--- config.mk ---
export PLATFORM = sky130hd
export DESIGN_NAME = tcps_top
export DESIGN_NICKNAME = d
export VERILOG_FILES = /design/src/hw/tcps_pkg.sv /design/src/hw/tcps_postscaler.sv /design/src/hw/tcps_top.sv
export SDC_FILE = /design/constraint.sdc
export NUM_CORES = 1
export LEC_CHECK = 0
export ABC_AREA = 1
export BUFFER_PORTS_ARGS = -buffer_cell sky130_fd_sc_hd__buf_2
export CAP_MARGIN = 5
export CORE_ASPECT_RATIO = 1.2
export CORE_MARGIN = 5
export CORE_UTILIZATION = 42
export CTS_BUF_LIST = sky130_fd_sc_hd__clkbuf_16
export DETAILED_ROUTE_END_ITERATION = 10
export REMOVE_ABC_BUFFERS = 1
export SLEW_MARGIN = 20
export SYNTH_ARGS = -nofsm -noshare
export SYNTH_HDL_FRONTEND = slang
export SYNTH_SLANG_ARGS = --single-unit
--- constraint.sdc ---
create_clock -name ref_clk -period 2 [get_ports ref_clk]
set_clock_uncertainty 0.15 [all_clocks]
set_input_delay 0.3 -clock ref_clk [delete_from_list [all_inputs] [get_ports ref_clk]]
set_output_delay 0.3 -clock ref_clk [all_outputs]
set_load 0.01 [all_outputs]
--- src/hw/tcps_pkg.sv ---
package tcps_pkg;
  localparam int TCPS_AW = 4;
  localparam int TCPS_DW = 8;
  localparam logic [TCPS_AW-1:0] TCPS_CONTROL_OFS = 4'h0;
  localparam logic [TCPS_AW-1:0] TCPS_STATUS_OFS = 4'h1;
  localparam logic [TCPS_DW-1:0] TCPS_CONTROL_RST = 8'h00;
  localparam int TCPS_RUN_BIT = 7;
  localparam int TCPS_PRE_HI = 6;
  localparam int TCPS_PRE_LO = 4;
  localparam int TCPS_POST_HI = 3;
  localparam int TCPS_POST_LO = 0;
  localparam int TCPS_PRE_W = 3;
  localparam int TCPS_POST_W = 4;
  localparam int TCPS_PRE_CNT_W = 7;
  typedef enum logic [1:0] {
    TCPS_IDLE = 2'b00,
    TCPS_RUN = 2'b01
  } tcps_state_t;
endpackage

--- src/hw/tcps_postscaler.sv ---
`timescale 1ns/1ps
`default_nettype none
module tcps_postscaler
  import tcps_pkg::*;
(
  input wire logic ref_clk,
  input wire logic reset,
  input wire logic run,
  input wire logic match,
  input wire logic [tcps_pkg::TCPS_POST_W-1:0] ratio_sel,
  output logic event_pulse,
  output logic [tcps_pkg::TCPS_POST_W-1:0] count
);
  logic [TCPS_POST_W-1:0] cnt_q, cnt_d;
  logic ev_q, ev_d;

  always_comb begin
    cnt_d = cnt_q;
    ev_d = 1'b0;
    if (!run) begin
      cnt_d = '0;
    end else if (match) begin
      // Compare with >= so a ratio lowered mid-count still ends promptly
      if (cnt_q >= ratio_sel) begin
        cnt_d = '0;
        ev_d = 1'b1;
      end else begin
        cnt_d = cnt_q + 1'b1;
      end
    end
  end

  always_ff @(posedge ref_clk or posedge reset) begin
    if (reset) begin
      cnt_q <= '0;
      ev_q <= 1'b0;
    end else begin
      cnt_q <= cnt_d;
      ev_q <= ev_d;
    end
  end

  assign event_pulse = ev_q;
  assign count = cnt_q;

  a_post_event: assert property (@(posedge ref_clk) disable iff (reset)
    (run && match && cnt_q >= ratio_sel) |=> (ev_q && cnt_q == 0))
    else $error("postscaler event missing");
  a_post_stop: assert property (@(posedge ref_clk) disable iff (reset)
    !run |=> (cnt_q == 0 && !ev_q))
    else $error("postscaler not held in reset");
endmodule
`default_nettype wire

--- src/hw/tcps_top.sv ---
// Behaviour
// The run bit starts the timer; clearing it holds every counter idle.
// The prescaler divides the input clock tick by two to the field value.
// The postscaler ratio is the field value plus one.
// Run is bit 7, prescale bits 6-4, postscale bits 3-0, all read/write.
// Hardware may clear the run bit on its own, via an auto-stop request.
// Postscaler counts period matches; divider writes act next count cycle.
//
// Implementation choices: the address-and-strobe port and the placing of the registers.
`timescale 1ns/1ps
`default_nettype none
module tcps_top
  import tcps_pkg::*;
(
  input wire logic ref_clk,
  input wire logic reset,
  input wire logic [tcps_pkg::TCPS_AW-1:0] addr,
  input wire logic [tcps_pkg::TCPS_DW-1:0] wdata,
  input wire logic wr,
  input wire logic rd,
  output logic [tcps_pkg::TCPS_DW-1:0] rdata,
  input wire logic tick_in,
  input wire logic period_match,
  input wire logic hw_stop,
  output logic run_out,
  output logic presc_tick,
  output logic post_event
);
  import tcps_pkg::*;

  function automatic logic [TCPS_PRE_CNT_W-1:0] pre_mask(
    input logic [TCPS_PRE_W-1:0] sel);
    pre_mask = TCPS_PRE_CNT_W'((8'h01 << sel) - 8'h01);
  endfunction

  logic [TCPS_DW-1:0] ctl_q, ctl_d;
  logic [TCPS_DW-1:0] rdata_q, rdata_d;
  tcps_state_t st_q, st_d;
  logic [TCPS_PRE_CNT_W-1:0] pre_q, pre_d;
  logic ptick_q, ptick_d;
  logic run;
  logic [TCPS_PRE_W-1:0] pre_sel;
  logic [TCPS_POST_W-1:0] post_sel;
  logic [TCPS_POST_W-1:0] post_cnt;

  assign run = ctl_q[TCPS_RUN_BIT];
  assign pre_sel = ctl_q[TCPS_PRE_HI:TCPS_PRE_LO];
  assign post_sel = ctl_q[TCPS_POST_HI:TCPS_POST_LO];

  // Register file; hardware stop wins over a software write of the run bit
  always_comb begin
    ctl_d = ctl_q;
    rdata_d = '0;
    if (wr && addr == TCPS_CONTROL_OFS) begin
      ctl_d = wdata;
    end
    if (hw_stop) begin
      ctl_d[TCPS_RUN_BIT] = 1'b0;
    end
    if (rd) begin
      if (addr == TCPS_CONTROL_OFS) begin
        rdata_d = ctl_q;
      end else if (addr == TCPS_STATUS_OFS) begin
        rdata_d = {1'b0, pre_q};
      end else begin
        rdata_d = '0;
      end
    end
  end

  always_ff @(posedge ref_clk or posedge reset) begin
    if (reset) begin
      ctl_q <= TCPS_CONTROL_RST;
      rdata_q <= '0;
    end else begin
      ctl_q <= ctl_d;
      rdata_q <= rdata_d;
    end
  end

  // Prescaler; a narrower select takes effect at once by masking the count
  always_comb begin
    st_d = st_q;
    pre_d = pre_q;
    ptick_d = 1'b0;
    case (st_q)
      TCPS_IDLE: begin
        pre_d = '0;
        if (run) begin
          st_d = TCPS_RUN;
        end
      end
      TCPS_RUN: begin
        if (!run) begin
          st_d = TCPS_IDLE;
          pre_d = '0;
        end else if (tick_in) begin
          if ((pre_q & pre_mask(pre_sel)) == pre_mask(pre_sel)) begin
            pre_d = '0;
            ptick_d = 1'b1;
          end else begin
            pre_d = pre_q + 1'b1;
          end
        end
      end
      default: begin
        st_d = TCPS_IDLE;
        pre_d = '0;
      end
    endcase
  end

  always_ff @(posedge ref_clk or posedge reset) begin
    if (reset) begin
      st_q <= TCPS_IDLE;
      pre_q <= '0;
      ptick_q <= 1'b0;
    end else begin
      st_q <= st_d;
      pre_q <= pre_d;
      ptick_q <= ptick_d;
    end
  end

  tcps_postscaler u_post (
    .ref_clk(ref_clk),
    .reset(reset),
    .run(run),
    .match(period_match),
    .ratio_sel(post_sel),
    .event_pulse(post_event),
    .count(post_cnt)
  );

  assign rdata = rdata_q;
  assign run_out = ctl_q[TCPS_RUN_BIT];
  assign presc_tick = ptick_q;

  a_run_idle: assert property (@(posedge ref_clk) disable iff (reset)
    !run |=> (pre_q == 0 && !ptick_q))
    else $error("prescaler active while stopped");
  a_pre_div1: assert property (@(posedge ref_clk) disable iff (reset)
    (st_q == TCPS_RUN && run && tick_in && pre_sel == 3'h0) |=> ptick_q)
    else $error("1:1 prescale missed a tick");
  a_pre_no_early: assert property (@(posedge ref_clk) disable iff (reset)
    (tick_in && run && st_q == TCPS_RUN && pre_sel == 3'h1 && pre_q == 0)
    |=> !ptick_q)
    else $error("1:2 prescale fired early");
  a_ctl_write: assert property (@(posedge ref_clk) disable iff (reset)
    (wr && addr == TCPS_CONTROL_OFS && !hw_stop) |=> ctl_q == $past(wdata))
    else $error("control write lost");
  a_ctl_read: assert property (@(posedge ref_clk) disable iff (reset)
    (rd && addr == TCPS_CONTROL_OFS) |=> rdata == $past(ctl_q))
    else $error("control read wrong");
  a_hw_clear: assert property (@(posedge ref_clk) disable iff (reset)
    hw_stop |=> !run_out)
    else $error("auto stop ignored");
  a_post_gate: assert property (@(posedge ref_clk) disable iff (reset)
    post_event |-> $past(period_match) && $past(run))
    else $error("event without match");
  a_post_range: assert property (@(posedge ref_clk) disable iff (reset)
    post_event |-> $past(post_cnt) >= $past(post_sel))
    else $error("event before ratio");

  // Bus side: read data stands one cycle only, stray accesses do nothing
  a_rd_idle: assert property (@(posedge ref_clk) disable iff (reset)
    !rd |=> rdata == 8'h00)
    else $error("read data outside read cycle");

  a_status_read: assert property (@(posedge ref_clk) disable iff (reset)
    (rd && addr == TCPS_STATUS_OFS) |=> rdata == {1'b0, $past(pre_q)})
    else $error("status read wrong");

  a_unmapped_read: assert property (@(posedge ref_clk) disable iff (reset)
    (rd && addr != TCPS_CONTROL_OFS && addr != TCPS_STATUS_OFS)
    |=> rdata == 8'h00)
    else $error("unmapped read not zero");

  a_other_write: assert property (@(posedge ref_clk) disable iff (reset)
    (wr && addr != TCPS_CONTROL_OFS && !hw_stop) |=> ctl_q == $past(ctl_q))
    else $error("stray write changed control");

  a_ctl_hold: assert property (@(posedge ref_clk) disable iff (reset)
    (!wr && !hw_stop) |=> ctl_q == $past(ctl_q))
    else $error("control changed on its own");

  a_run_out_rise: assert property (@(posedge ref_clk) disable iff (reset)
    $rose(run_out)
    |-> $past(wr && addr == TCPS_CONTROL_OFS && wdata[TCPS_RUN_BIT]))
    else $error("run set without a write");

  // Prescaler state follows the run bit
  a_run_enter: assert property (@(posedge ref_clk) disable iff (reset)
    (st_q == TCPS_IDLE && run) |=> st_q == TCPS_RUN)
    else $error("prescaler did not start");

  a_stop_enter: assert property (@(posedge ref_clk) disable iff (reset)
    (st_q == TCPS_RUN && !run) |=> st_q == TCPS_IDLE)
    else $error("prescaler did not stop");

  a_state_legal: assert property (@(posedge ref_clk) disable iff (reset)
    st_q == TCPS_IDLE || st_q == TCPS_RUN)
    else $error("prescaler state illegal");

  // Prescaler counting; the 1:128 end point is checked by value
  a_pre_hold: assert property (@(posedge ref_clk) disable iff (reset)
    (st_q == TCPS_RUN && run && !tick_in)
    |=> (pre_q == $past(pre_q) && !ptick_q))
    else $error("prescaler moved without tick");

  a_pre_wrap: assert property (@(posedge ref_clk) disable iff (reset)
    ptick_q |-> pre_q == 7'h00)
    else $error("prescaler not cleared on tick");

  a_pre_div128: assert property (@(posedge ref_clk) disable iff (reset)
    (st_q == TCPS_RUN && run && tick_in && pre_sel == 3'h7 &&
    pre_q == 7'h7f) |=> ptick_q)
    else $error("1:128 prescale missed");

  a_tick_gate: assert property (@(posedge ref_clk) disable iff (reset)
    ptick_q |-> ($past(tick_in) && $past(run)))
    else $error("tick without input or run");

  // Postscaler output as seen at the top
  a_post_quiet: assert property (@(posedge ref_clk) disable iff (reset)
    !period_match |=> !post_event)
    else $error("event without a match");

  a_post_div1: assert property (@(posedge ref_clk) disable iff (reset)
    (run && period_match && post_sel == 4'h0) |=> post_event)
    else $error("1:1 postscale missed");

  a_post_idle: assert property (@(posedge ref_clk) disable iff (reset)
    !run |=> !post_event)
    else $error("event while stopped");
endmodule
`default_nettype wire

==> flow_summary.ini <==
[run_status]
status = finished clean

[place]
dp_cells = 235
gp_congestion = 0.8298
hpwl_um = 2468
dpl_cell_area_um2 = 1674
dp_slack_ps = 442.1
port_buffers = 29

[power_and_ir_drop]
p_sw_mw = 0.3748
p_seq_share_pct = 43.8
p_sw_share_pct = 24.41
power_density_nw_per_um2 = 841.2
p_clk_share_pct = 46.2
intPower_mw = 1.161
finalPower_mw = 1.536
power_leakage_nw = 0.9333
ir_drop_mv = 0.4634
combinationalPowerShare_pct = 9.9

[worst_setup_path]
timing.rr.end = u_post.count[1]
r2r_start = u_post.count[1]
cpMaxStageDelayCell = dfrtp_1
critical_path_buf_inv_count = 1
critPathLaunchType = register
worstPathArrival_ps = 1590
critPathRequiredTime_ps = 2050
path_max_fanout = 5
ff2ff_path_depth = 6
path_cells = ha_1 -> inv_1 -> nor2_1 -> o211ai_1 -> nand3_1 -> o21ai_0
path_class = reg2reg
crit_family = flip-flops
crit_path_end_kind = register
slowest_delay_ps = 410
r2r_setup_slack_ps = 460
cp_num_cells = 6

[finish]
area_growth_pct = 22.19
final_cells = 244
insertedDiodeCount = 0
fin_nets = 231
fin_util_pct = 53.76
drive_above_1_share_pct = 21.74
fill_cells = 327
final_cell_area_um2 = 1826
multiInputGateArea_um2 = 638.1
final-seq-area_um2 = 750.7

[sta]
relSlewSlack_pct = 74.48
holdWs_ps = 46.71
setup_violations = 0
fmax_mhz = 649.5
fin_crit_sh_pct = 76.98
slew_viol_final = 0
hold_viol = 0
fin_crit_ps = 1540
worst_slew_pin_slew_ps = 381.8
tns_ps = 0
rsz0062_at_grt = no
layout_setup_ws_ps = 460.4

[clock_tree]
clk_pin_slew_ps = 50
cts_buffer_depth = 2
clk_latency_ps = 270
cts_resized = 0
post-cts-setup-buffer-count = 0
cts-root-buf = clkbuf_16
holdBufCountCts = 1
cts.sinks = 30
cts_tree = yes
cts_buffers = 5
ctsHtreeMaxLevel = 2

[synthesis]
ys_ff_latch = 30
ys_warn_count = 0
syn_inst = 171
synth_area_um2 = 1494
yosysSeqAreaShare_pct = 50.25
avgSynthCellArea_um2 = 8.736
yosysUniqueCellTypes = 26

[hold_path]
holdPathStages = 2
hold_start = hw_stop
whs_endpoint = ctl_q[7]
hold_path_class = in2reg

[global_routing]
grt_antenna_before_repair = 0
grt_pass1_vias = 1254
grt_overflow = 0
track_usage_pct = 15.11
grt_pass1_wl_um = 5540
grt_max_degree = 31

[routing]
vias = 1261
drt_iter0_drc = 56
ant_nets = 0
wl_um = 3257
drc_errors = 0
wl_per_cell_um = 13.35
viasPerCell = 5.168
dr.pass1.iters = 4

[floorplanning]
rows = 23
fp.dieH_um = 75.34
num_io_pins = 30
core_um2 = 3396
fp.dieW_um = 64.45
fp.dieArea_um2 = 4855
initial_core_util_pct = 43.99

[flow_run]
drv_cap = 0
-- power by group through the flow --
stage	Clock [mW]	Sequential, mW	Combinational, mW
after floorplan	0	0.675	0.106
after global placement	0	0.683	0.147
after detailed placement	0	0.684	0.153
after CTS	0.723	0.674	0.155
after global routing	0.756	0.679	0.176
final	0.710	0.673	0.153
-- cells in the final DEF, fill, tap and decap left out --
cell	instances
nand3_4	1
o21bai_1	1
nand4_1	1
ha_1	6
clkinv_2	1
nor2_2	1
buf_4	1
dlygate4sd3_1	1
nand3_1	6
nand2_1	36
buf_2	29
a21oi_1	20
a211oi_1	2
nor4_1	1
a31oi_1	5
mux2_4	2
clkbuf_16	5
nand2_4	1
nor2_1	16
nand2_2	1
clkinvlp_4	1
nor2_4	1
o211ai_1	2
inv_1	23
o21ai_0	7
o22ai_1	2
xor2_1	1
a21o_1	1
dfrtp_1	30
clkinv_1	1
nor3_2	1
-- synthesized netlist by cell type, drive strengths merged --
library cell,number,area (um2)
buf,1,11.26
mux2,2,30.03
nand3,7,47.55
nand4,1,6.260
nand2,38,152.6
o22ai,2,12.51
a31oi,5,31.28
dfrtp,30,750.7
o21bai,1,7.510
o211ai,2,15.01
ha,6,75.07
inv,23,86.33
xor2,1,8.760
a211oi,2,15.01
o21ai,7,35.03
a21oi,20,100.1
nor3,1,10.01
nor4,1,6.260
a21o,1,7.510
clkbuf,2,7.510
nor2,18,77.58
-- flip-flops by register name, summed over array words and instances (netlist names) --
name                count
presc_tick              1
st_q                    1
u_post.count            4
u_post.event_pulse      1
ctl_q                   8
pre_q                   7
rdata                   8
-- worst reg2reg max path, cell delays in order (launching register included) --
cell,delay (ps)
dfrtp_1,410
ha_1,300
inv_1,60
nor2_1,30
o211ai_1,150
nand3_1,180
o21ai_0,180
-- metal layers --
| metal | global-route usage [%] | vias to the layer above | wire length (um) |
|---|---|---|---|
| li1 | - | 629 | - |
| met2 | 25.46 | 31 | 1545 |
| met3 | 5.162 | 6 | 183 |
| met4 | 6.808 | 0 | 57 |
| met1 | 17.66 | 595 | 1470 |
| met5 | 0 | - | 0 |
-- how the worst max path moves through the flow --
stage	start	to	slack, ps
after floorplan	u_post.count[1]	u_post.count[1]	590
after global placement	addr[3]	ctl_q[0]	480
after detailed placement	addr[3]	ctl_q[5]	440
after CTS	u_post.count[1]	u_post.count[2]	450
after global routing	ctl_q[1]	u_post.count[2]	330
final	u_post.count[1]	u_post.count[1]	460
-- logic make-up (layout without fill, tap and decap cells) --
kind of cell    count (synthesis)  after routing  share of synthesized area (%)
buf+inv                        26             62                          7.035
mux                             2              2                          2.010
flops                          30             30                          50.25
fa+ha+maj                       6              6                          5.025
simple gates                   66             66                          20.10
compound gates                 40             40                          14.99
xor+xnor                        1              1                         0.5864
-- cell type report --
type	count	area share, %
Tap cell	37	2.536
Inverter	23	4.729
Clock buffer	5	6.854
Multi-Input combinational cell	115	34.96
Clock inverter	3	0.8910
Sequential cell	30	41.12
Timing Repair Buffer	31	8.910
(Power assumes the default switching activity.)
